<file path="config.mk">
export PLATFORM = sky130hd
export DESIGN_NAME = lgpc_global_pin_control
export DESIGN_NICKNAME = d
export VERILOG_FILES = /design/src/lgpc_pkg.sv /design/src/lgpc_global_pin_control.sv /design/src/lgpc_sync.sv
export SDC_FILE = /design/constraint.sdc
export NUM_CORES = 1
export LEC_CHECK = 0
export BUFFER_PORTS_ARGS = -buffer_cell sky130_fd_sc_hd__buf_4
export CORE_ASPECT_RATIO = 0.9
export CORE_MARGIN = 3
export CORE_UTILIZATION = 46
export DETAILED_ROUTE_END_ITERATION = 12
export PLACE_DENSITY = 0.81
export SKIP_LAST_GASP = 1
export SYNTH_ARGS = -nofsm -noshare
export SYNTH_HDL_FRONTEND = slang
export SYNTH_SLANG_ARGS = --single-unit
</file>
<file path="constraint.sdc">
create_clock -name mclk -period 3.6 [get_ports mclk]
set_input_delay 0.72 -clock mclk [delete_from_list [all_inputs] [get_ports mclk]]
set_output_delay 0.72 -clock mclk [all_outputs]
set_load 0.01 [all_outputs]
</file>
<file path="src/lgpc_pkg.sv">
// Package of constants for the global pin control block
package lgpc_pkg;
    // ------------------------------------------------------------
    // Sizes
    // ------------------------------------------------------------
    localparam int NUM_CHANNELS = 8;
    localparam int ADDR_WIDTH   = 5;
    localparam int MON_WIDTH    = 4;

    // ------------------------------------------------------------
    // Reset values
    // ------------------------------------------------------------
    localparam logic [4:0] ADDR_RESET    = 5'h00;
    localparam logic [3:0] MON_RESET     = 4'h0;
    localparam logic [7:0] CHAN_RESET    = 8'h00;

    // Monitor select fields: bit 3 picks transmitter, bits 2:0 pick channel
    localparam int MON_TX_BIT = 3;

    // Host and hardware operating modes
    typedef enum logic [1:0] {
        LGPC_HW       = 2'b00,
        LGPC_PARALLEL = 2'b01,
        LGPC_MUXED    = 2'b11,
        LGPC_SERIAL   = 2'b10
    } lgpc_mode_t;

    // Serial port phases
    typedef enum logic [1:0] {
        LGPC_SP_IDLE = 2'b00,
        LGPC_SP_CMD  = 2'b01,
        LGPC_SP_READ = 2'b11,
        LGPC_SP_WRIT = 2'b10
    } lgpc_sp_t;
endpackage : lgpc_pkg

</file>
<file path="src/lgpc_global_pin_control.sv">
// Global pin control: shared address/config pins, output enable, clock edge
// ------------------------------------------------------------
// ------------------------------------------------------------
`timescale 1ns/10ps
module lgpc_global_pin_control #(
    parameter int NUM_CH = lgpc_pkg::NUM_CHANNELS
) (
    // Clock and reset
    input  wire logic                 mclk,
    input  wire logic                 resetn,
    // Device mode, from the mode pins decode
    input  wire lgpc_pkg::lgpc_mode_t hostMode,
    // Shared address/configuration pins
    input  wire logic [4:0]           addrCfgPins,
    // Global pins
    input  wire logic                 outputEnable,
    input  wire logic                 clock_edge_select,
    // Register bits from the register bank
    input  wire logic                 oe_rx_termination_ctrl,
    input  wire logic [NUM_CH-1:0]    rx_clock_invert_reg,
    // Serial port phase from the serial host engine
    input  wire lgpc_pkg::lgpc_sp_t   serialPhase,
    input  wire logic                 serialDataBit,
    input  wire logic                 serialClkRise,
    input  wire logic                 serialClkFall,
    // Decoded outputs
    output logic [4:0]                regAddr,
    output logic                      addrValid,
    output logic                      rx_term_mode_select,
    output logic [3:0]                monitor_source_select,
    output logic                      monEnable,
    output logic                      monIsTx,
    output logic [2:0]                monChannel,
    output logic [NUM_CH-1:0]         txLineHighZ,
    output logic [NUM_CH-1:0]         rxTermOff,
    output logic [NUM_CH-1:0]         rxClockInvert,
    // Serial output pin
    output logic                      serial_host_out,
    output logic                      serialOutEn
);
    // ------------------------------------------------------------
    // Pin synchronisers
    // ------------------------------------------------------------
    logic [6:0] pinsSync;
    logic [4:0] cfgSync;
    logic       oeSync;
    logic       edgeSync;

    // Strap levels may change at any time; two flops cost two cycles of latency
    lgpc_sync #(
        .WIDTH (7)
    ) u_sync (
        .mclk    (mclk),
        .resetn  (resetn),
        .pinIn   ({clock_edge_select, outputEnable, addrCfgPins}),
        .pinSync (pinsSync)
    );

    assign cfgSync  = pinsSync[4:0];
    assign oeSync   = pinsSync[5];
    assign edgeSync = pinsSync[6];

    // ------------------------------------------------------------
    // Mode-dependent decode of the shared pins
    // ------------------------------------------------------------
    logic hwMode;
    logic parMode;
    assign hwMode  = (hostMode == lgpc_pkg::LGPC_HW);
    assign parMode = (hostMode == lgpc_pkg::LGPC_PARALLEL);

    // Address only in parallel host mode; serial and muxed hosts ground the pins anyway
    always_ff @(posedge mclk or negedge resetn) begin
        if (!resetn) begin
            regAddr   <= lgpc_pkg::ADDR_RESET;
            addrValid <= 1'b0;
        end else begin
            regAddr   <= parMode ? cfgSync : lgpc_pkg::ADDR_RESET;
            addrValid <= parMode;
        end
    end

    // Hardware mode configuration; held at defaults in host modes
    always_ff @(posedge mclk or negedge resetn) begin
        if (!resetn) begin
            rx_term_mode_select   <= 1'b0;
            monitor_source_select <= lgpc_pkg::MON_RESET;
        end else if (hwMode) begin
            rx_term_mode_select   <= cfgSync[4];
            monitor_source_select <= cfgSync[3:0];
        end else begin
            rx_term_mode_select   <= 1'b0;
            monitor_source_select <= lgpc_pkg::MON_RESET;
        end
    end

    // Monitor routing: channel field 1..7 maps to channels 2..8, zero is off
    always_ff @(posedge mclk or negedge resetn) begin
        if (!resetn) begin
            monEnable  <= 1'b0;
            monIsTx    <= 1'b0;
            monChannel <= 3'h0;
        end else begin
            monEnable  <= hwMode && (cfgSync[2:0] != 3'h0);
            monIsTx    <= hwMode && cfgSync[lgpc_pkg::MON_TX_BIT];
            monChannel <= hwMode ? cfgSync[2:0] : 3'h0;
        end
    end

    // ------------------------------------------------------------
    // Global enable and clock edge, applied to all channels at once
    // ------------------------------------------------------------
    genvar ch;
    generate
        for (ch = 0; ch < NUM_CH; ch++) begin : g_chan
            always_ff @(posedge mclk or negedge resetn) begin
                if (!resetn) begin
                    txLineHighZ[ch]   <= 1'b1;  // Quiet line until enable is seen
                    rxTermOff[ch]     <= 1'b0;
                    rxClockInvert[ch] <= 1'b0;
                end else begin
                    txLineHighZ[ch]   <= !oeSync;
                    rxTermOff[ch]     <= !oeSync && oe_rx_termination_ctrl;
                    rxClockInvert[ch] <= edgeSync | rx_clock_invert_reg[ch];
                end
            end
        end
    endgenerate

    // ------------------------------------------------------------
    // Serial output driver
    // ------------------------------------------------------------
    // Launching on the opposite serial edge leaves the bit settled at the sampling edge
    logic launch;
    // Edge choice follows clock edge pin; the other edge is the sample edge
    assign launch = edgeSync ? serialClkRise : serialClkFall;

    always_ff @(posedge mclk or negedge resetn) begin
        if (!resetn) begin
            serial_host_out <= 1'b0;
            serialOutEn     <= 1'b0;
        end else begin
            serialOutEn <= (serialPhase == lgpc_pkg::LGPC_SP_READ);
            if (launch && serialPhase == lgpc_pkg::LGPC_SP_READ) begin
                serial_host_out <= serialDataBit;
            end
        end
    end
endmodule : lgpc_global_pin_control

</file>
<file path="src/lgpc_sync.sv">
// Two-flop synchroniser for a bundle of pin levels
`timescale 1ns/10ps
module lgpc_sync #(
    parameter int WIDTH = 1
) (
    // Clock and reset
    input  wire logic             mclk,
    input  wire logic             resetn,
    // Levels
    input  wire logic [WIDTH-1:0] pinIn,
    output logic      [WIDTH-1:0] pinSync
);
    logic [WIDTH-1:0] meta_q;

    // First stage only feeds the second stage
    always_ff @(posedge mclk or negedge resetn) begin
        if (!resetn) begin
            meta_q  <= '0;
            pinSync <= '0;
        end else begin
            meta_q  <= pinIn;
            pinSync <= meta_q;
        end
    end
endmodule : lgpc_sync

</file>
**Yosys cells after proc, flatten, opt, wreduce, memory -nomap -nowiden**

Cells that the tools add are included.

- Register bits: 42
- Bits of input ports: 25
- Output and inout bits: 42
- Word-level logic and storage cells: 43

- Eq/ne operators: 2
- Multiplexer cells: 5
- Bitwise operators: 8
- Reductions and logical operators: 7

Operators by type and width:

| kind | number |
|---|---|
| OR 1 bit | 8 |
| 2-to-1 mux 5 bit | 1 |
| logical AND 1 bit | 4 |
| 2-to-1 mux 4 bit | 1 |
| 2-to-1 mux 3 bit | 1 |
| nonzero test 3 bit | 1 |
| == test 2 x 1 -> 1 bit, second input constant | 1 |
| == test 2 bit, second input constant | 1 |
| zero test 2 bit | 1 |
| 2-to-1 mux 1 bit | 2 |
| zero test 1 bit | 1 |

**Longest topological paths before layout**

Gate-level depths: netlist of run 1.

- Word-level depth: 2
- Gate-level depth with buffers: 3
- Gate-level depth less buffers: 3

**Modules after synthesis**

From an unflattened synthesis of run 1, not the netlist that was laid out.

- Cell total of the unflattened synthesis: 83
- Area total of the unflattened synthesis: 1,273.7 um^2

By module, submodules not included:

| module | times used | cells an instance | area an instance (um^2) | sequential area each (um^2) |
|---|---|---|---|---|
| lgpc_global_pin_control | 1 | 69 | 923.4 | 601.8 |
| lgpc_sync | 1 | 14 | 350.3 | 350.3 |

**Worst setup path after synthesis of run 1**

No wires, ideal clock.

- Path type: in2reg
- From: input port serialClkFall
- To: register serial_host_out
- Library setup time: 0.125 ns
- Data arrival time: 1.324 ns
- Required time: 3.475 ns
- Setup slack: 2.151 ns
- Stages on the path: 3
- Path buffers: 0
- Cells stage by stage: mux2_4 nand2_2 mux2_4

- Word-level cells in the longest chain between the ends: 2

Ends and longest elaborated chain:

| element | RTL line | text |
|---|---|---|
| start, declared | lgpc_global_pin_control.sv:25 | `input wire logic serialClkFall,` |
| 2-to-1 mux 1 bit | lgpc_global_pin_control.sv:135 | `assign launch = edgeSync ? serialClkRise : serialClkFall;` |
| logical AND 1 bit | lgpc_global_pin_control.sv:143 | `if (launch && serialPhase == lgpc_pkg::LGPC_SP_READ) begin` |
| end signal, assigned | lgpc_global_pin_control.sv:144 | `serial_host_out <= serialDataBit;` |
| end, declared | lgpc_global_pin_control.sv:38 | `output logic serial_host_out,` |

Every way passes these cells.
A chain may end at the register's enable or synchronous reset.

==> results.sh, run 1 <==
export IMPL_slew_violations=0
export IMPL_p_comb_share_pct=12.2
export IMPL_status="complete, no violations"
export IMPL_cts_inserted_buffers=5
export IMPL_n_antenna_cell=0
export IMPL_p_int_w=0.000592
export IMPL_cp_arrival_ns=1.05
export IMPL_rsz0062_at_grt="no"
export IMPL_route_layer_met1_wl_um=707
export IMPL_globalplace_congestion=0.690
export IMPL_drv_cap=0
export IMPL_die_y_um=55.9
export IMPL_port_buffers=66
export IMPL_finalCritPeriodShare_pct=49.3
export IMPL_mostFrequentLayoutCells="buf_4, dfrtp_1, and2_1, or2_1, clkbuf_4"
export IMPL_drtIter0Drc=13
export IMPL_synth_warnings=0
export IMPL_p_sw_w=0.000163
export IMPL_cp_required_ns=2.88
export IMPL_min_period_ns=1.77
export IMPL_route_detailed_drc=0
export IMPL_core_area_um2=2550
export IMPL_ant_nets=0
export IMPL_wl_per_cell_um=12.2
export IMPL_holdCritPathClass="in -> async"
export IMPL_hold_violations=0
export IMPL_syn_area_um2=1270
export IMPL_nets=163
export IMPL_cp_start_kind="flip-flop"
export IMPL_grt_pass1_vias=715
export IMPL_post_cts_buffers=0
export IMPL_cts_tree="done"
export IMPL_holdBufCountCts=0
export IMPL_cts_sinks=38
export IMPL_cts_buffer_depth=2
export IMPL_synth_seq_cells=38
export IMPL_totalPowerFinal_w=0.000755
export IMPL_nFillCells=197
export IMPL_clock_power_share_pct=26.9
export IMPL_setup_viol=0
export IMPL_hold_ws_ns=0.334
export IMPL_grt_total_usage_pct=12.5
export IMPL_dpl_worst_slack_ns=2.03
export IMPL_ys_seq_area_share_pct=74.8
export IMPL_first_pass_iters=2
export IMPL_worst_ir_drop_vdd_mv=0.279
export IMPL_p_per_area_nw_per_um2=439
export IMPL_route_met2_wl_um=1020
export IMPL_highest_layer="met4"
export IMPL_antenna_found_initial=0
export IMPL_cp_top_family="flip-flops"
export IMPL_drt_wl_total_um=2010
export IMPL_worstPathCellList="buf_4"
export IMPL_setup_ws_ns=1.83
export IMPL_skew_ns=0.00318
export IMPL_p_leak_nw=0.891
export IMPL_vias_per_cell=4.50
export IMPL_synth_nets=108
export IMPL_syn_avg_cell_area_um2=15.3
export IMPL_stdcell_count=165
export IMPL_p_sw_share_pct=21.6
export IMPL_placedCellCount=159
export IMPL_die_area_um2=3440
export IMPL_clkLatencyLatePin_ns=0.32
export IMPL_syn_to_final_growth_pct=35.1
export IMPL_worst_path_max_fanout=8
export IMPL_max_slew_worst_pin_slew_ns=0.442
export IMPL_die_w_um=61.5
export IMPL_pin_count=67
export IMPL_cpPeakStageDelay_ns=0.60
export IMPL_grt_pass1_wl_um=3030
export IMPL_layout_commonest_cell="buf_4"
export IMPL_h_tree_depth=2
export IMPL_start_util_pct=49.9
export IMPL_row_count=17
export IMPL_max_clock_freq_mhz=564
export IMPL_grt_overflow=0
export IMPL_slew_limit_headroom_pct=70.5
export IMPL_grt_max_degree=39
export IMPL_cts_resized=0
export IMPL_ys_types=13
export IMPL_setup_tns_ns=0
export IMPL_synthCells=83
export IMPL_drive_gt1_share_pct=57.7
export IMPL_clk_pin_slew_ns=0.09
export IMPL_cts_root_buffer="clkbuf_4"
export IMPL_hpwl_um=1530
export IMPL_critPathSlowestCell="dfstp_2"
export IMPL_wl_met3_um=261
export IMPL_path_class="reg -> out"
export IMPL_crit_path_end_kind="output pin"
export IMPL_p_seq_share_pct=60.9
export IMPL_cp_num_buf_inv=1
export IMPL_vias=743
[registers in the layout, summed over array words and instances (netlist names), 2 cells and up]
name	flops
monChannel	2
regAddr	5
rxClockInvert	8
u_sync.meta_q	7
u_sync.pinSync	7
[Yosys cell counts]
library cell  number  area, um2
nor2b_1            2       12.5
o31a_1             1       8.76
nor2_1             1       3.75
mux2_4             2       30.0
buf_4             18        135
or2_1              6       37.5
and2_1            10       62.6
or2_2              2       12.5
dfrtp_1           37        926
dfstp_2            1       26.3
and2_4             1       8.76
nand2_2            1       6.26
inv_1              1       3.75
[power by group through the flow]
stage | registers [W] | logic [W] | clock network, W
floorplan | 0.000474 | 0.0000338 | 0
global placement | 0.000468 | 0.0000927 | 0
detailed placement | 0.000469 | 0.0000941 | 0
CTS | 0.000461 | 0.0000944 | 0.000208
global route | 0.000463 | 0.000101 | 0.000232
finish | 0.000460 | 0.0000923 | 0.000203
[metrics by stage]
| step | cell area (um2) | utilization [%] |
|---|---|---|
| after floorplan | 1270 | - |
| after global placement | 1670 | 65.4 |
| after detailed placement | 1670 | 65.4 |
| after CTS | 1720 | 67.4 |
| after global routing | 1720 | 67.4 |
| final | 1720 | 67.4 |
[area by class of cell]
type | count | area [um2] | share of cell area [%]
Tap cell | 28 | 35.0 | 2.04
Sequential cell | 38 | 952 | 55.3
Multi-Input combinational cell | 26 | 183 | 10.6
Inverter | 1 | 3.75 | 0.218
Clock buffer | 6 | 51.3 | 2.98
Timing Repair Buffer | 66 | 495 | 28.8
[logic make-up (layout without fill, tap and decap cells)]
| logic type | Yosys count | after routing | share of synthesized area [%] |
|---|---|---|---|
| buffers and inverters | 19 | 73 | 10.9 |
| muxes | 2 | 2 | 2.36 |
| and+or+nand+nor | 23 | 23 | 11.3 |
| DFF | 38 | 38 | 74.8 |
| AOI/OAI and AO/OA | 1 | 1 | 0.688 |
[worst paths after layout]
| check | start | end | slack (ns) | depth (start not counted) |
|---|---|---|---|---|
| setup / recovery | txLineHighZ[4]$_DFF_PN1_ | txLineHighZ[5] | 1.83 | 1 |
| hold reg to reg | u_sync.meta_q[6]$_DFF_PN0_ | u_sync.pinSync[6]$_DFF_PN0_ | 0.35 | 0 |
| min in group mclk | u_sync.meta_q[6]$_DFF_PN0_ | u_sync.pinSync[6]$_DFF_PN0_ | 0.35 | 0 |
| hold / removal | resetn | u_sync.meta_q[2]$_DFF_PN0_ | 0.33 | 1 |
| setup reg to reg | u_sync.pinSync[6]$_DFF_PN0_ | serial_host_out$_DFFE_PN0P_ | 2.32 | 3 |
| max in group asynchronous | resetn | txLineHighZ[4]$_DFF_PN1_ | 2.92 | 1 |
[routing by layer]
metal	GRT usage [%]	up-vias
met4	5.45	0
met2	20.1	47
met1	13.4	347
met5	0	-
met3	6.26	3
li1	-	346
Note: power is estimated with default switching activity, not from simulation.
==> run 2: changes to the inputs <==
--- a/config.mk
+++ b/config.mk
@@ -8,9 +8,9 @@
 export BUFFER_PORTS_ARGS = -buffer_cell sky130_fd_sc_hd__buf_4
 export CORE_ASPECT_RATIO = 0.9
 export CORE_MARGIN = 3
-export CORE_UTILIZATION = 46
+export CORE_UTILIZATION = 39
 export DETAILED_ROUTE_END_ITERATION = 12
-export PLACE_DENSITY = 0.81
+export PLACE_DENSITY = 0.74
 export SKIP_LAST_GASP = 1
 export SYNTH_ARGS = -nofsm -noshare
 export SYNTH_HDL_FRONTEND = slang
==> constraint.sdc (replaced) <==
create_clock -name mclk -period 1.6 [get_ports mclk]
set_input_delay 0.32 -clock mclk [delete_from_list [all_inputs] [get_ports mclk]]
set_output_delay 0.32 -clock mclk [all_outputs]
set_load 0.01 [all_outputs]
==> run 2 against run 1 <==
Net effect: global-route usage down 1.3 points; worst setup slack got worse by 1.6 ns; clock power rose to 2.5 times the previous value; critical path type unchanged; critical endpoint is now txLineHighZ[0]; largest cell class unchanged; largest power group unchanged; highest routed layer unchanged.
==> results.sh, run 2 (same netlist as run 1, synthesis figures left out) <==
export IMPL_post_cts_buffers=0
export IMPL_holdCritPathClass="in -> reg"
export IMPL_largest_reg_flops=8
export IMPL_grt_total_usage_pct=11.1
export IMPL_row_count=19
export IMPL_vias_per_cell=4.09
export IMPL_clkLatencyLatePin_ns=0.34
export IMPL_finalCritPeriodShare_pct=87.7
export IMPL_cts_buffer_depth=2
export IMPL_syn_to_final_growth_pct=38.2
export IMPL_p_leak_nw=0.899
export IMPL_setup_tns_ns=0
export IMPL_design_area_um2=1760
export IMPL_stdcell_count=182
export IMPL_die_y_um=60.2
export IMPL_cts_resized=0
export IMPL_nFillCells=268
export IMPL_cts_root_buffer="clkbuf_4"
export IMPL_slew_limit_headroom_pct=70.4
export IMPL_critPathSlowestCell="dfstp_2"
export IMPL_layout_commonest_cell="buf_4"
export IMPL_port_buffers=66
export IMPL_nets=164
export IMPL_min_period_ns=1.40
export IMPL_cp_num_buf_inv=1
export IMPL_crit_path_end_kind="output pin"
export IMPL_cpPeakStageDelay_ns=0.61
export IMPL_rsz0062_at_grt="no"
export IMPL_cts_tree="done"
export IMPL_antenna_found_initial=0
export IMPL_cp_arrival_ns=1.08
export IMPL_cp_required_ns=1.28
export IMPL_drtIter0Drc=4
export IMPL_p_per_area_nw_per_um2=996
export IMPL_placedCellCount=173
export IMPL_die_w_um=66.2
export IMPL_grt_overflow=0
export IMPL_route_detailed_drc=0
export IMPL_max_clock_freq_mhz=713
export IMPL_hold_violations=0
export IMPL_grt_max_degree=39
export IMPL_grt_pass1_wl_um=3140
export IMPL_h_tree_depth=2
export IMPL_core_area_um2=3090
export IMPL_cp_top_family="flip-flops"
export IMPL_wl_per_cell_um=10.9
export IMPL_cts_sinks=38
export IMPL_drv_cap=0
export IMPL_die_area_um2=3990
export IMPL_mostFrequentLayoutCells="buf_4, dfrtp_1, and2_1, or2_1, clkbuf_4"
export IMPL_vias=744
export IMPL_ant_nets=0
export IMPL_grt_pass1_vias=727
export IMPL_n_antenna_cell=0
export IMPL_globalplace_congestion=0.700
export IMPL_clk_pin_slew_ns=0.11
export IMPL_skew_ns=0.00724
export IMPL_first_pass_iters=3
export IMPL_slew_violations=0
export IMPL_drt_wl_total_um=1990
export IMPL_drive_gt1_share_pct=57.9
export IMPL_cp_start_kind="flip-flop"
export IMPL_pin_count=67
export IMPL_worst_ir_drop_vdd_mv=0.664
export IMPL_max_slew_worst_pin_slew_ns=0.444
export IMPL_start_util_pct=41.2
export IMPL_worst_path_max_fanout=8
export IMPL_reg_top3="rxClockInvert x8, u_sync.meta_q x7, u_sync.pinSync x7"
export IMPL_dpl_cell_area_um2=1690
export IMPL_path_class="reg -> out"
export IMPL_cts_inserted_buffers=5
export IMPL_setup_viol=0
export IMPL_status="complete, no violations"
export IMPL_regMostFlops="rxClockInvert"
export IMPL_worstPathCellList="buf_4"
==> run 2: cell types whose count changed in the layout (fill, tap and decap cells not counted) <==
| cell | change |
|---|---|
| clkinv_2 | +1 |
| clkinvlp_4 | +1 |
| dlygate4sd3_1 | +1 |
==> run 2: per-stage QoR <==
step                util, %  total power (W)  hold slack, ns  worst slack [ns]
finish                 57.0          0.00175          0.0806             0.197
detailed placement     54.6          0.00127           0.302             0.356
global route           57.0          0.00184          0.0389             0.127
CTS                    57.0          0.00178          0.0623             0.172
global placement       54.6          0.00126           0.293             0.378
floorplan                 -          0.00114          0.0244             0.410
==> run 2: final timing paths <==
check	slack, ns	to	cells past startpoint	start
setup / recovery	0.20	txLineHighZ[0]	1	txLineHighZ[4]$_DFF_PN1_
max in group asynchronous	0.80	txLineHighZ[4]$_DFF_PN1_	2	resetn
min in group asynchronous	0.46	u_sync.pinSync[2]$_DFF_PN0_	2	resetn
hold / removal	0.08	u_sync.meta_q[5]$_DFF_PN0_	1	outputEnable
setup reg to reg	0.34	serial_host_out$_DFFE_PN0P_	3	u_sync.pinSync[6]$_DFF_PN0_
hold reg to reg	0.36	u_sync.pinSync[0]$_DFF_PN0_	0	u_sync.meta_q[0]$_DFF_PN0_
==> run 2: layer usage <==
| metal | global-route usage (%) | up-vias | wire length (um) |
|---|---|---|---|
| met5 | 0 | - | 0 |
| met4 | 5.22 | 0 | 34 |
| met3 | 8.65 | 5 | 335 |
| met2 | 17.0 | 51 | 879 |
| met1 | 11.2 | 340 | 737 |
| li1 | - | 348 | - |
==> run 2: area by class of cell <==
cell class | instances | area, um2 | share of cell area [%]
Clock inverter | 2 | 12.5 | 0.711
Timing Repair Buffer | 67 | 505 | 28.7
Tap cell | 42 | 52.6 | 2.99
Inverter | 1 | 3.75 | 0.213
Clock buffer | 6 | 51.3 | 2.91
Sequential cell | 38 | 952 | 54.1
Multi-Input combinational cell | 26 | 183 | 10.4
==> run 2: report_power, final <==
part / internal (W) / leakage, nW / total [W] / switching [W]
Sequential: 0.00101 / 0.454 / 0.00103 / 0.0000244
Clock: 0.000211 / 0.0343 / 0.000509 / 0.000298
Combinational: 0.000126 / 0.411 / 0.000209 / 0.0000830
==> run 2: timing repair <==
item / 4_1_cts / 5_1_grt
hold buffers: 1 / 0
endpoints found under the setup margin: 0 / 0
hold endpoints to repair: 37 / 0
